==> src/jtag_flash_params.svh <==
`ifndef JTAG_FLASH_PARAMS_SVH
`define JTAG_FLASH_PARAMS_SVH

`define FDAT_WIDTH 10
`define FDAT_BYTE_MSB 9
`define FDAT_BYTE_LSB 2
`define FDAT_FAIL_BIT 1
`define FDAT_BUSY_BIT 0
`define FDAT_RESET 10'h000
`define SYNC_WIDTH 5

`endif

==> src/jtag_flash_pkg.sv <==
package jtag_flash_pkg;

  typedef enum logic [1:0] {
    ST_IDLE = 2'b00,
    ST_READ = 2'b01,
    ST_WRITE = 2'b10
  } flash_state_e;

  typedef struct packed {
    logic req;
    logic we;
    logic [7:0] wdata;
  } flash_req_s;

  typedef struct packed {
    logic ack;
    logic fail;
    logic [7:0] rdata;
  } flash_rsp_s;

  typedef struct packed {
    logic tck;
    logic tdi;
    logic capture;
    logic shift;
    logic update;
  } scan_pins_s;

endpackage

==> src/jtag_flash_data_port.sv <==
`include "jtag_flash_params.svh"

module jtag_flash_data_port
  import jtag_flash_pkg::*;
(
  input wire logic clk_i,
  input wire logic rst_i,
  input wire logic tck_i,
  input wire logic tdi_i,
  input wire logic dr_capture_i,
  input wire logic dr_shift_i,
  input wire logic dr_update_i,
  output logic tdo_o,
  input wire logic read_start_en_i,
  input wire logic write_start_en_i,
  output flash_req_s flash_req_o,
  input wire flash_rsp_s flash_rsp_i,
  input wire logic core_halted_i,
  output logic watchdog_run_o,
  output logic periph_run_o,
  output logic [`FDAT_WIDTH-1:0] jtag_flash_data_o
);

  scan_pins_s pins_async;
  scan_pins_s pins_sync;
  logic tck_prev_reg;
  logic tck_rise;
  logic [7:0] flash_byte_field_reg;
  logic fail_reg;
  flash_state_e state_reg;
  logic busy;
  logic [`FDAT_WIDTH-1:0] jtag_flash_data_reg;
  logic [`FDAT_WIDTH-1:0] shift_reg;
  logic start_read;
  logic start_write;

  assign pins_async = '{tck: tck_i, tdi: tdi_i, capture: dr_capture_i,
                        shift: dr_shift_i, update: dr_update_i};

  // the scan pins arrive from the adapter's clock; sample them twice
  bit_sync #(.WIDTH(`SYNC_WIDTH)) u_sync (
    .clk_i(clk_i),
    .rst_i(rst_i),
    .async_i(pins_async),
    .sync_o(pins_sync)
  );

  always_ff @(posedge clk_i or posedge rst_i)
  begin
    if (rst_i)
      tck_prev_reg <= 1'b0;
    else
      tck_prev_reg <= pins_sync.tck;
  end

  assign tck_rise = pins_sync.tck & ~tck_prev_reg;

  assign busy = (state_reg != ST_IDLE);
  // accesses during busy are quietly dropped rather than queued
  assign start_read = tck_rise & pins_sync.capture & read_start_en_i & ~busy;
  assign start_write = tck_rise & pins_sync.update & write_start_en_i & ~busy;

  always_comb
  begin
    jtag_flash_data_reg = `FDAT_RESET;
    jtag_flash_data_reg[`FDAT_BYTE_MSB:`FDAT_BYTE_LSB] = flash_byte_field_reg;
    jtag_flash_data_reg[`FDAT_FAIL_BIT] = fail_reg;
    jtag_flash_data_reg[`FDAT_BUSY_BIT] = busy;
  end

  // scan shift register, LSB first out on tdo
  always_ff @(posedge clk_i or posedge rst_i)
  begin
    if (rst_i)
      shift_reg <= `FDAT_RESET;
    else if (tck_rise && pins_sync.capture)
      shift_reg <= jtag_flash_data_reg;
    else if (tck_rise && pins_sync.shift)
      shift_reg <= {pins_sync.tdi, shift_reg[`FDAT_WIDTH-1:1]};
  end

  always_ff @(posedge clk_i or posedge rst_i)
  begin
    if (rst_i)
      tdo_o <= 1'b0;
    else
      tdo_o <= shift_reg[0];
  end

  always_ff @(posedge clk_i or posedge rst_i)
  begin
    if (rst_i)
      state_reg <= ST_IDLE;
    else
    begin
      case (state_reg)
        ST_IDLE:
        begin
          if (start_read)
            state_reg <= ST_READ;
          else if (start_write)
            state_reg <= ST_WRITE;
        end
        ST_READ, ST_WRITE:
        begin
          if (flash_rsp_i.ack)
            state_reg <= ST_IDLE;
        end
        default:
          state_reg <= ST_IDLE;
      endcase
    end
  end

  always_ff @(posedge clk_i or posedge rst_i)
  begin
    if (rst_i)
      flash_byte_field_reg <= 8'h00;
    else if (start_write)
      flash_byte_field_reg <= shift_reg[`FDAT_BYTE_MSB:`FDAT_BYTE_LSB];
    else if (state_reg == ST_READ && flash_rsp_i.ack && !flash_rsp_i.fail)
      flash_byte_field_reg <= flash_rsp_i.rdata;
  end

  // a new operation clears the old verdict; the ack of it sets the new one
  always_ff @(posedge clk_i or posedge rst_i)
  begin
    if (rst_i)
      fail_reg <= 1'b0;
    else if (busy && flash_rsp_i.ack)
      fail_reg <= flash_rsp_i.fail;
    else if (start_read || start_write)
      fail_reg <= 1'b0;
  end

  always_ff @(posedge clk_i or posedge rst_i)
  begin
    if (rst_i)
      flash_req_o <= '0;
    else
    begin
      flash_req_o.req <= start_read | start_write;
      flash_req_o.we <= start_write;
      if (start_write)
        flash_req_o.wdata <= shift_reg[`FDAT_BYTE_MSB:`FDAT_BYTE_LSB];
    end
  end

  always_ff @(posedge clk_i or posedge rst_i)
  begin
    if (rst_i)
      jtag_flash_data_o <= `FDAT_RESET;
    else
      jtag_flash_data_o <= jtag_flash_data_reg;
  end

  always_ff @(posedge clk_i or posedge rst_i)
  begin
    if (rst_i)
      watchdog_run_o <= 1'b0;
    else
      watchdog_run_o <= ~core_halted_i;
  end

  // peripherals never see the halt, so they stay aligned with each other
  assign periph_run_o = 1'b1;

  chk_busy_state: assert property (@(posedge clk_i) disable iff (rst_i)
    flash_req_o.req |=> jtag_flash_data_o[`FDAT_BUSY_BIT])
    else $error("busy bit not shown after request");

  chk_idle_not_busy: assert property (@(posedge clk_i) disable iff (rst_i)
    (state_reg == ST_IDLE) |=> !jtag_flash_data_o[`FDAT_BUSY_BIT])
    else $error("busy shown while idle");

  chk_no_start_busy: assert property (@(posedge clk_i) disable iff (rst_i)
    flash_req_o.req |-> $past(state_reg) == ST_IDLE && state_reg != ST_IDLE)
    else $error("flash request issued while busy");

  chk_read_byte: assert property (@(posedge clk_i) disable iff (rst_i)
    (state_reg == ST_READ && flash_rsp_i.ack && !flash_rsp_i.fail) |=>
      ##1 jtag_flash_data_o[`FDAT_BYTE_MSB:`FDAT_BYTE_LSB] == $past(flash_rsp_i.rdata, 2))
    else $error("read byte not placed in bits 9..2");

  chk_write_byte: assert property (@(posedge clk_i) disable iff (rst_i)
    start_write |=> flash_req_o.we && flash_req_o.wdata == flash_byte_field_reg)
    else $error("write byte mismatch");

  chk_fail_flag: assert property (@(posedge clk_i) disable iff (rst_i)
    (busy && flash_rsp_i.ack) |=> ##1 jtag_flash_data_o[`FDAT_FAIL_BIT] == $past(flash_rsp_i.fail, 2))
    else $error("failure bit not reported");

  chk_wdt_halt: assert property (@(posedge clk_i) disable iff (rst_i)
    core_halted_i |=> !watchdog_run_o)
    else $error("watchdog running during halt");

  chk_periph_run: assert property (@(posedge clk_i) disable iff (rst_i)
    core_halted_i |-> periph_run_o)
    else $error("peripherals stopped during halt");

  chk_reset_zero: assert property (@(posedge clk_i)
    $fell(rst_i) |-> jtag_flash_data_o == `FDAT_RESET)
    else $error("data register not zero after reset");

  cov_read: cover property (@(posedge clk_i) disable iff (rst_i)
    start_read ##[1:300] (state_reg == ST_READ && flash_rsp_i.ack));
  cov_write: cover property (@(posedge clk_i) disable iff (rst_i)
    start_write ##[1:300] (state_reg == ST_WRITE && flash_rsp_i.ack));
  cov_fail: cover property (@(posedge clk_i) disable iff (rst_i)
    busy && flash_rsp_i.ack && flash_rsp_i.fail);
  cov_busy_drop: cover property (@(posedge clk_i) disable iff (rst_i)
    busy && tck_rise && pins_sync.update && write_start_en_i);

endmodule

==> src/bit_sync.sv <==
module bit_sync
  import jtag_flash_pkg::*;
#(
  parameter int WIDTH = 1
)
(
  input wire logic clk_i,
  input wire logic rst_i,
  input wire logic [WIDTH-1:0] async_i,
  output logic [WIDTH-1:0] sync_o
);

  logic [WIDTH-1:0] meta_reg;

  // first stage feeds only the second stage
  genvar g;
  generate
    for (g = 0; g < WIDTH; g++)
    begin : g_bit
      always_ff @(posedge clk_i or posedge rst_i)
      begin
        if (rst_i)
        begin
          meta_reg[g] <= 1'b0;
          sync_o[g] <= 1'b0;
        end
        else
        begin
          meta_reg[g] <= async_i[g];
          sync_o[g] <= meta_reg[g];
        end
      end
    end
  endgenerate

endmodule

==> config.mk <==
export PLATFORM = sky130hd
export DESIGN_NAME = jtag_flash_data_port
export DESIGN_NICKNAME = d
export VERILOG_FILES = /design/src/jtag_flash_pkg.sv /design/src/jtag_flash_data_port.sv /design/src/bit_sync.sv
export VERILOG_INCLUDE_DIRS = /design/src
export SDC_FILE = /design/constraint.sdc
export NUM_CORES = 1
export LEC_CHECK = 0
export ABC_AREA = 1
export BUFFER_PORTS_ARGS = -buffer_cell sky130_fd_sc_hd__buf_2
export CAP_MARGIN = 20
export CORE_UTILIZATION = 47
export CTS_BUF_LIST = sky130_fd_sc_hd__clkbuf_4
export DETAILED_ROUTE_END_ITERATION = 6
export GPL_TIMING_DRIVEN = 0
export HOLD_SLACK_MARGIN = 0.05
export PLACE_DENSITY_LB_ADDON = 0.3
export REMOVE_ABC_BUFFERS = 1
export SETUP_SLACK_MARGIN = 0.3
export SLEW_MARGIN = 20
export SYNTH_ARGS = -nofsm -noshare
export SYNTH_HDL_FRONTEND = slang
export SYNTH_SLANG_ARGS = --single-unit
export TNS_END_PERCENT = 1
==> constraint.sdc <==
create_clock -name clk_i -period 2.8 [get_ports clk_i]
set_input_delay 0.28 -clock clk_i [delete_from_list [all_inputs] [get_ports clk_i]]
set_output_delay 0.28 -clock clk_i [all_outputs]
set_load 0.01 [all_outputs]
; Yosys cells after proc, flatten, opt, wreduce, memory -nomap -nowiden
; Index checks and enable logic that the tools add are counted.
[op_classes]
n_mux = 10
n_eq_ne = 4
bitwise = 11
reduce_logical = 14
[ops]
columns = cell, n
row1 = 10-bit 2-to-1 mux, 2
row2 = 8-bit 2-to-1 mux, 2
row3 = 2-bit nonzero test, 4
row4 = 1-bit bitwise AND, 7
row5 = 2-bit 2-to-1 mux, 3
row6 = 1-bit logical AND, 5
row7 = 2-bit one-hot mux with 2 select lines, 1
row8 = "3-bit != test, second input constant", 1
row9 = 1-bit inverter, 3
row10 = "2-bit by 1-bit equality test with 1-bit output, second input constant", 1
row11 = "2-bit equality test, second input constant", 1
row12 = 2-bit logical NOT, 1
row13 = 1-bit 2-to-1 mux, 2
row14 = "2-bit != test, second input constant", 1
row15 = 2-bit AND reduction, 1
row16 = 2-bit OR reduction, 1
row17 = 1-bit logical NOT, 1
row18 = 1-bit logical OR, 1
row19 = 1-bit OR, 1
[totals]
word_cells = 60
register_bits = 54
output_inout_bits = 23
input_bits = 20

; Longest topological paths before layout
; Gate-level depths: netlist of the first run.
[depth]
depth_word = 8
depth_mapped = 9
depth_no_buf = 9

; Hierarchy
; A second synthesis of the first run with hierarchy kept.
[hier_totals]
cells_unflattened = 213
hier_area_um2 = 2082.0
[by_module_without_submodules]
columns = module, area_per_inst_um2, n_inst, seq_area_each_um2, cells_each
row1 = jtag_flash_data_port, 1828.0, 1, 1101.1, 202
row2 = bit_sync, 254.0, 1, 250.2, 11

; Worst setup path after synthesis of the first run
; Ideal clock, no wire load.
[synth_timing]
kind = register to register
startpoint = register state_reg[0]
endpoint = register fail_reg
setup_ps = 117
t_required_ps = 2683
path_slack_ps = 1480
n_path_buf = 1
stages_incl_launch_ff = 9
arrival_time_ps = 1203
period_less_slack_ps = 1320
cell_sequence = dfrtp_1 > inv_1 > ha_1 > nand3_2 > nor2_2 > inv_2 > buf_6 > nand3_2 > nand2_1
[synth_between]
elab_chain_len = 5
elab_cells_between_ends = 8
cone_classes = mux (1) / bitwise (3) / reduce/logical (4)
[synth_lines]
columns = item, line_no
row1 = from (decl), jtag_flash_data_port.sv:30  ; flash_state_e state_reg;
row2 = from (signal assigned), jtag_flash_data_port.sv:93  ; state_reg <= ST_IDLE;
row3 = from (signal assigned), jtag_flash_data_port.sv:100  ; state_reg <= ST_READ;
row4 = from (signal assigned), jtag_flash_data_port.sv:102  ; state_reg <= ST_WRITE;
row5 = 2-bit nonzero test *, jtag_flash_data_port.sv:58  ; assign busy = (state_reg != ST_IDLE);
row6 = 1-bit inverter, "jtag_flash_data_port.sv:60, jtag_flash_data_port.sv:61"
row7 = 1-bit bitwise AND (on tied branches), "jtag_flash_data_port.sv:60, jtag_flash_data_port.sv:61"
row8 = 1-bit logical OR, jtag_flash_data_port.sv:132  ; else if (start_read || start_write)
row9 = 2-bit nonzero test (no line), -
row10 = to (signal assigned), jtag_flash_data_port.sv:131  ; fail_reg <= flash_rsp_i.fail;
row11 = to (decl), jtag_flash_data_port.sv:29  ; logic fail_reg;
; Mark *: on every way between the ends. The rest lies on a longest branch, timed or not.
; A chain may end at the register's enable or synchronous reset.

; Worst setup path after layout of the first run
[layout_timing]
startpoint = register state_reg[1]
endpoint = register flash_byte_field_reg[7]
[layout_between]
elab_chain_len = 4
elab_cells_between_ends = 8
cone_classes = eq/ne (1) / mux (1) / bitwise (2) / reduce/logical (4)
[layout_lines]
columns = item, line_no
row1 = 2-bit by 1-bit equality test with 1-bit output or 2-bit nonzero test (tied branches), "jtag_flash_data_port.sv:121, jtag_flash_data_port.sv:58"
row2 = 1-bit logical AND or 1-bit inverter (tied branches), "jtag_flash_data_port.sv:121, jtag_flash_data_port.sv:61"
row3 = 1-bit logical AND or 1-bit bitwise AND (tied branches), "jtag_flash_data_port.sv:121, jtag_flash_data_port.sv:61"
row4 = 2-bit nonzero test (no line) or 8-bit 2-to-1 mux (tied branches), -
row5 = to (signal assigned), jtag_flash_data_port.sv:120  ; flash_byte_field_reg <= shift_reg[`FDAT_BYTE_MSB:`FDAT_BYTE_LSB];
row6 = to (signal assigned), jtag_flash_data_port.sv:122  ; flash_byte_field_reg <= flash_rsp_i.rdata;
row7 = to (decl), jtag_flash_data_port.sv:28  ; logic [7:0] flash_byte_field_reg;
; Parallel ways exist; a longest one is shown, timed or not.

==> metrics.txt, run 1 <==
vias in the first global route 1,342; worst setup path class flip-flop to flip-flop; setup violators final 0; htree depth 2; Max Root-Sink Buffers 2; Routability Congestion 0.7603; via count 1,485; die area 4692 µm²; Worst-Margin Slew 0.5846 ns; Startpoint Class flip-flop; Worst VDD drop 0.4878 mV; row count 23; DRT iter0 DRCs 59; Die Width 68.50 µm; Setup crit end kind flip-flop; core box area 4115 µm²; HP Class input pin to flip-flop; DR pass1 iterations 4; total negative slack 0 ns; post_cts resized 0; Num Clock Sinks 54; Syn Area/Cell 9.803 µm²; clk_lat worst skew 0.38 ns; critical path peak fanout 18; io pins 43; nets@finish 285; Final period util 0.7159; Total GRT Usage 0.1780; via density per instance 4.729; largest net degree at the start of global routing 32; met2 usage in global routing 0.2782; Slew Viols, Final 0; Yosys reg bits 54; Required @ worst endpoint 3.06 ns; hold buffer count at CTS 7; Fmax achieved 0.4989 GHz; Ant. Diodes 0; share of cells above drive strength 1 0.2273; Yosys Warn Count 0; crit path from state_reg[1]$_DFFE_PP0P_; relative slew slack 0.6098; initial antenna violation count 0; commonest non-fill, non-tap cell in the layout nand2_1; Leak Pwr 0.001415 µW; status finished, final reports clean; CTS tree yes; final hold violations 0; Clock Skew 0.01923 ns; final wirelength 3.615 mm; Port Buf Inserts 41; DP Wirelength 2.422 mm; worst setup margin 0.7956 ns; Syn Inst Count 212; routed length per instance 11.51 µm; P per Cell Area 846.2 nW/µm²; Seq/Total Area, Yosys 0.6502; GRT overflow 0; first-pass GRT wire length 5.940 mm; Initial Utilization 0.5050; max_cap viols 0; commonest non-fill, non-tap cells in the layout nand2_1, dfrtp_1, buf_2, inv_1, nand3_1; clock-pin slew on the worst setup and hold paths 0.16 ns; Post-DRT Antenna Nets 0; chip height 68.50 µm; global routing usage on met3 0.05099; Final min period 2.004 ns; WP data arrival 2.27 ns; Area Growth Syn to Fin 20.29%; gr busiest metal met2; Synth Cell Area 2078 µm²; pre-CTS setup slack 0.8239 ns; unrepaired setup endpoints after global routing no; Num CTS Buffers 5; Setup Buffers After CTS 0; GRT met1 Usage 0.2279; CTS Root Cell clkbuf_4; count of cell types in the netlist 21; drt drc 0; min-delay src flash_rsp_i[4]; FF-to-FF Start state_reg[1]$_DFFE_PP0P_
[metrics by stage]
step | cell area [µm²] | util | hold slack [ns] | power, µW | instances
CTS | 2500 | 0.6075 | 0.1111 | 2134 | 314
global placement | 2303 | 0.5597 | 0.3328 | 1585 | 298
floorplan | 2036 | - | 0.3114 | 1408 | 207
global route | 2500 | 0.6075 | 0.1054 | 2274 | 314
finish | 2500 | 0.6075 | 0.1190 | 2115 | 314
detailed placement | 2323 | 0.5646 | 0.3347 | 1608 | 299
[kinds of logic after synthesis]
family | share of synthesized area
adders and majority gates | 0.01204
buffers and inverters | 0.06381
other | 0.001804
and+or+nand+nor | 0.2444
AOI/OAI and AO/OA | 0.02769
DFF | 0.6502
[worst max-delay path, cell delays in order, from the launching register on]
cell     delay [ns]
dfrtp_1        0.38
inv_1          0.11
ha_1           0.33
nand3_2        0.11
nor2_2         0.47
inv_2          0.29
nand3_1        0.14
nand3_1        0.07
[worst paths after layout]
| kind | slack, ns | endpoint | depth (start not counted) |
|---|---|---|---|
| min in group asynchronous | 0.45 | jtag_flash_data_o[2]$_DFF_PP0_ | 3 |
| max reg2reg | 0.80 | flash_byte_field_reg[7]$_DFFE_PP0P_ | 7 |
| max | 0.80 | flash_byte_field_reg[7]$_DFFE_PP0P_ | 7 |
| min reg2reg | 0.36 | u_sync.sync_o[2]$_DFF_PP0_ | 0 |
| max in group asynchronous | 1.81 | shift_reg[9]$_DFFE_PP0P_ | 4 |
| min | 0.12 | flash_byte_field_reg[4]$_DFFE_PP0P_ | 3 |
[final cells by class]
cell class,count,area (µm²)
Clock buffer,5,37.54
Clock inverter,3,68.82
Fill cell,380,1615
Inverter,24,90.09
Multi-Input combinational cell,129,594.3
Sequential cell,54,1351
Tap cell,50,62.56
Timing Repair Buffer,49,295.3
[synthesized netlist by cell type, drive strengths merged]
library cell | number | area (µm²)
a21oi | 1 | 5.000
o21bai | 1 | 7.510
ha | 2 | 25.02
nand4 | 1 | 6.260
nand2 | 73 | 276.5
nor2 | 17 | 95.09
inv | 24 | 90.08
conb | 1 | 3.750
o21ai | 9 | 45.04
buf | 5 | 42.53
dfrtp | 54 | 1351
nand3 | 24 | 130.1
[where the power goes]
part           internal (µW)  switching (µW)
Clock                    280             241
Combinational            206             279
Sequential               998             113
Total                   1480             632
[metal layers]
metal  vias to the layer above  share of wire
met5                         -              0
met4                         0          0.024
met3                        10          0.038
met2                        41           0.46
met1                       683           0.48
li1                        751              -
Note: power is estimated with default switching activity, not from simulation.
==> inputs of run 2 (changes only) <==
--- a/config.mk
+++ b/config.mk
@@ -6,7 +6,7 @@
 export SDC_FILE = /design/constraint.sdc
 export NUM_CORES = 1
 export LEC_CHECK = 0
-export ABC_AREA = 1
+export ABC_AREA = 0
 export BUFFER_PORTS_ARGS = -buffer_cell sky130_fd_sc_hd__buf_2
 export CAP_MARGIN = 20
 export CORE_UTILIZATION = 47
==> constraint.sdc (replaced) <==
create_clock -name clk_i -period 1.9 [get_ports clk_i]
set_input_delay 0.19 -clock clk_i [delete_from_list [all_inputs] [get_ports clk_i]]
set_output_delay 0.19 -clock clk_i [all_outputs]
set_load 0.01 [all_outputs]
==> run 2 against run 1 <==
Maximum frequency rose by 28%; synthesized area rose by 2.4%; highest routed layer unchanged; die area increased by 2.3%; largest cell class unchanged; critical endpoint unchanged; sequential power rose by 58%; via count down 18%; count of clock-buffer cells in the layout is 1 higher; critical path depth shrank 1; largest power group unchanged; register-to-register slack worse by 0.46 ns; global-route usage decreased by 1.2 points; core utilization shrank 1.3 points.
==> metrics.txt, run 2 <==
non-filler cells in the finished layout 251; drt drc 0; Required @ worst endpoint 2.17 ns; Post-DRT Antenna Nets 0; Ant. Diodes 0; placed cells 229; Total Power 3405 µW; Synth Flop Type dfrtp_1; top cells by area, synth dfrtp_1, mux2i_1, mux2_2, mux2_4, inv_1; worst hold stages 3; hold endpoint flash_byte_field_reg[6]$_DFFE_PP0P_; Area Growth Syn to Fin 21.63%; DP Wirelength 2.394 mm; setup violators final 0; Yosys top cell area share 0.6349; largest net degree at the start of global routing 38; Slew Viols, Final 0; Port Buf Inserts 41; Yosys top cell by area dfrtp_1; dpl cell area 2367 µm²; Initial Utilization 0.4888; DRT iter0 DRCs 67; Yosys reg bits 54; routed length per instance 14.27 µm; final wirelength 3.581 mm; critical path peak fanout 5; R2R Path End flash_byte_field_reg[7]$_DFFE_PP0P_; P per Cell Area 1315 nW/µm²; vias in the first global route 1,311; synth cell count leaders dfrtp_1, mux2i_1, mux2_2; status finished, final reports clean; via count 1,224; min-delay src flash_rsp_i[6]; crit-path max cell delay 0.38 ns; Seq/Total Area, Yosys 0.6349; max_cap viols 0; nets@finish 220; Startpoint Class flip-flop; worst path cell trace inv_1 -> ha_1 -> nand3b_1 -> buf_4 -> mux2_2 -> mux2_4; clock-pin slew on the worst setup and hold paths 0.14 ns; Fmax achieved 0.6380 GHz; initial antenna violation count 0; worst setup margin 0.3326 ns; row count 24; share of cells above drive strength 1 0.4221; Leak Pwr 0.001388 µW; io pins 43; Synth Cell Area 2128 µm²; Final min period 1.567 ns; unrepaired setup endpoints after global routing yes; met2 WL 1.741 mm; Clock Skew 0.02185 ns; Final period util 0.8249; die area 4801 µm²; final core occ 0.5945; R2R setup slack 0.33 ns; htree depth 2; first-pass GRT wire length 6.189 mm; DRT met1 WL 1.643 mm; DR pass1 iterations 3; Total GRT Usage 0.1659; Reg2Reg Depth 6; Max Root-Sink Buffers 2; Post-synth ARST share 1.000; commonest non-fill, non-tap cells in the layout dfrtp_1, buf_2, mux2i_1, mux2_2, inv_1; count leader, synth dfrtp_1; chip height 69.29 µm; FF-to-FF Start state_reg[1]$_DFFE_PP0P_; filler cell count 345; Routability Congestion 0.7822; Syn Inst Count 140; clk_lat worst skew 0.38 ns; final hold violations 0; via density per instance 4.876; highest metal used met4; Met3 Wirelength 132 µm; final instance area 2589 µm²; CTS tree yes; Num CTS Buffers 5; CTS Root Cell clkbuf_4; Worst VDD drop 0.5644 mV; Yosys Warn Count 0; WP data arrival 1.84 ns; core box area 4354 µm²; GRT overflow 0; worst setup path class flip-flop to flip-flop; Die Width 69.29 µm; HP Class input pin to flip-flop; Num Clock Sinks 54; pre-CTS setup slack 0.09996 ns; count of cell types in the netlist 29; Syn Area/Cell 15.20 µm²; commonest non-fill, non-tap cell in the layout dfrtp_1; EDFF count, synth 0; Setup crit end kind flip-flop; Slowest-stage cell, CP dfrtp_1
run 2: changes by cell type in the layout (fill, tap and decap cells not counted), sizes merged, moves of 6 or more:
cell | before | now
buf | 42 | 48
inv | 24 | 12
mux2 | 0 | 21
mux2i | 0 | 22
nand2 | 73 | 5
nand3 | 24 | 0
nor2 | 17 | 0
o21ai | 9 | 3
run 2: logic make-up (layout without fill, tap and decap cells):
group / after synthesis / in the layout / share of synthesized area
DFF: 54 / 54 / 0.6349
muxes: 43 / 43 / 0.2252
buffers and inverters: 17 / 76 / 0.04526
and+or+nand+nor: 15 / 15 / 0.05526
AOI/OAI and AO/OA: 8 / 8 / 0.02587
adders and majority gates: 2 / 2 / 0.01176
other: 1 / 1 / 0.001762
run 2: final cells by class:
cell class / count / area (µm²) / share of cell area
inverter: 12 / 45.04 / 0.01740
multi-input combinational: 69 / 694.4 / 0.2682
sequential: 54 / 1351 / 0.5220
tap: 52 / 65.06 / 0.02513
clock buffer: 6 / 45.04 / 0.01740
clock inverter: 2 / 37.54 / 0.01450
timing repair buffer: 56 / 350.3 / 0.1353
run 2: worst max-delay path, delay by kind of cell, from the launching register on:
kind | cells | cell delay [ns]
mux | 2 | 0.60
simple gates | 1 | 0.08
fa+ha+maj | 1 | 0.19
buf+inv | 2 | 0.23
flops | 1 | 0.38
run 2: timing repair:
item                                   in CTS  in global routing
cloned                                      0                  0
setup buffers                               6                  0
setup endpoints to repair                  17                 14
endpoints found under the hold margin      24                  0
gates resized for setup                     1                  2
hold buffers                                8                  0
run 2: worst max-delay path by stage:
stage | start | to | slack, ns | depth (start not counted)
finish | state_reg[1]$_DFFE_PP0P_ | flash_byte_field_reg[7]$_DFFE_PP0P_ | 0.33 | 6
floorplan | state_reg[0]$_DFFE_PP0P_ | flash_byte_field_reg[4]$_DFFE_PP0P_ | 0.31 | 4
global placement | rst_i | u_sync.meta_reg[0]$_DFF_PP0_ | -0.17 | 2
CTS | state_reg[0]$_DFFE_PP0P_ | flash_byte_field_reg[7]$_DFFE_PP0P_ | 0.22 | 5
global route | state_reg[1]$_DFFE_PP0P_ | flash_byte_field_reg[7]$_DFFE_PP0P_ | 0.26 | 6
detailed placement | tck_prev_reg$_DFF_PP0_ | shift_reg[6]$_DFFE_PP0P_ | 0.1 | 3
run 2: report_power, final:
group | total, µW | internal, µW | switching [µW]
Clock | 640 | 292 | 348
Sequential | 1750 | 1540 | 216
Combinational | 1010 | 545 | 467
run 2: layer usage:
layer / track usage / up-vias
met5: 0 / -
met4: 0.06803 / 0
met3: 0.03924 / 7
met2: 0.2740 / 27
met1: 0.2107 / 601
li1: - / 589
run 2: stage by stage:
stage	TNS, ns	hold slack (ns)
after floorplan	0	0.2214
after global placement	-9.300	0.2987
after detailed placement	0	0.2103
after CTS	0	0.07252
after global routing	0	0.1004
final	0	0.1026
==> inputs of run 3 (changes only) <==
==> constraint.sdc (replaced) <==
create_clock -name clk_i -period 1.3 [get_ports clk_i]
set_input_delay 0.13 -clock clk_i [delete_from_list [all_inputs] [get_ports clk_i]]
set_output_delay 0.13 -clock clk_i [all_outputs]
set_load 0.01 [all_outputs]
==> run 3 against run 2 <==
The run now ends with setup timing left; power increased by 49%; global-route usage rose by 0.76 points; non-clock buffer count rose by 4; register-to-register slack lost 0.58 ns; sequential cell count stayed put; critical endpoint unchanged; largest cell class unchanged; highest routed layer unchanged.
==> metrics.txt, run 3 (synthesis gave the netlist of run 2 again) <==
Area Growth Syn to Fin 26.28%; Fmax achieved 0.6463 GHz; drt drc 0; Leak Pwr 0.001429 µW; filler cell count 329; clock-pin slew on the worst setup and hold paths 0.15 ns; final wirelength 3.717 mm; row count 24; largest net degree at the start of global routing 38; CTS Root Cell clkbuf_4; Max Root-Sink Buffers 2; failing checks setup timing; io pins 43; die area 4801 µm²; WP data arrival 1.81 ns; DRT iter0 DRCs 58; Total Power 5068 µW; Met3 Wirelength 151 µm; P per Cell Area 1886 nW/µm²; Startpoint Class flip-flop; Post-DRT Antenna Nets 0; dpl cell area 2367 µm²; Required @ worst endpoint 1.57 ns; commonest non-fill, non-tap cells in the layout dfrtp_1, buf_2, mux2i_1, mux2_2, dlygate4sd3_1; non-filler cells in the finished layout 257; FF+latch area 1351 µm²; Final min period 1.547 ns; critical path peak fanout 5; routed length per instance 14.46 µm; DRT met1 WL 1.687 mm; met2 WL 1.827 mm; htree depth 2; highest metal used met4; HP Class input pin to flip-flop; core box area 4354 µm²; final core occ 0.6172; setup violators final 26; Initial Utilization 0.4888; Port Buf Inserts 41; GRT overflow 0; Routability Congestion 0.7822; commonest non-fill, non-tap cell in the layout dfrtp_1; unrepaired setup endpoints after global routing yes; via count 1,273; vias in the first global route 1,353; DR pass1 iterations 4; Num CTS Buffers 5; status complete, but fails checks; Slew Viols, Final 0; share of cells above drive strength 1 0.4390; Final period util 1.190; Num Clock Sinks 54; Multi-input gate area 748.2 µm²; Setup crit end kind flip-flop; DP Wirelength 2.394 mm; worst hold stages 3; max_cap viols 0; Total GRT Usage 0.1735; CTS tree yes; Die Width 69.29 µm; Worst VDD drop 0.8385 mV; clk_lat worst skew 0.37 ns; worst setup margin -0.2472 ns; total negative slack -3.543 ns; Reg2Reg Depth 6; chip height 69.29 µm; initial antenna violation count 0; worst setup path class flip-flop to flip-flop; nets@finish 226; Clock Skew 0.01588 ns; via density per instance 4.953; final hold violations 0; first-pass GRT wire length 6.492 mm; Ant. Diodes 0; placed cells 229; final instance area 2688 µm²
run 3: final timing paths:
kind | from | end | slack (ns)
max reg2reg | state_reg[1]$_DFFE_PP0P_ | flash_byte_field_reg[7]$_DFFE_PP0P_ | -0.25
max in group asynchronous | rst_i | tck_prev_reg$_DFF_PP0_ | 0.47
min in group asynchronous | rst_i | jtag_flash_data_o[6]$_DFF_PP0_ | 0.30
max | state_reg[1]$_DFFE_PP0P_ | flash_byte_field_reg[7]$_DFFE_PP0P_ | -0.25
min reg2reg | u_sync.meta_reg[3]$_DFF_PP0_ | u_sync.sync_o[3]$_DFF_PP0_ | 0.36
min | flash_rsp_i[0] | flash_byte_field_reg[0]$_DFFE_PP0P_ | 0.07
run 3: critical path: stages (launching register included):
cell,delay [ns]
dfrtp_1,0.42
inv_2,0.11
ha_4,0.14
nand3b_1,0.09
buf_6,0.15
mux2_4,0.29
mux2_4,0.26
run 3: through the flow:
| step | hold WS, ns | setup WS, ns |
|---|---|---|
| floorplan | 0.1614 | -0.2861 |
| global placement | 0.2387 | -0.7143 |
| detailed placement | 0.1503 | -0.5000 |
| CTS | 0.05537 | -0.2259 |
| global route | 0.08272 | -0.2836 |
| finish | 0.07352 | -0.2472 |
run 3: layout make-up:
| cell class | count | share of cell area |
|---|---|---|
| Clock inverter | 2 | 0.01397 |
| Tap cell | 52 | 0.02421 |
| Inverter | 12 | 0.01676 |
| Sequential cell | 54 | 0.5028 |
| Clock buffer | 6 | 0.01676 |
| Multi-Input combinational cell | 71 | 0.2784 |
| Timing Repair Buffer | 60 | 0.1471 |
run 3: layer usage:
layer / track usage / up-vias
met4: 0.06803 / 0
met5: 0 / -
met2: 0.2837 / 35
li1: - / 605
met1: 0.2306 / 628
met3: 0.03198 / 5
run 3: power by group:
group	internal [µW]	leakage, µW	switching (µW)	total (µW)
registers	2250	0.000676	323	2570
logic	842	0.000711	727	1570
clock network	427	0.0000419	501	928
run 3: timing repair:
action,CTS,global route
gates cloned,2,0
hold endpoints to repair,27,0
setup endpoints to repair,54,54
pin swaps,5,2
gates resized for setup,11,3
hold buffers,11,0
buffers inserted,7,0
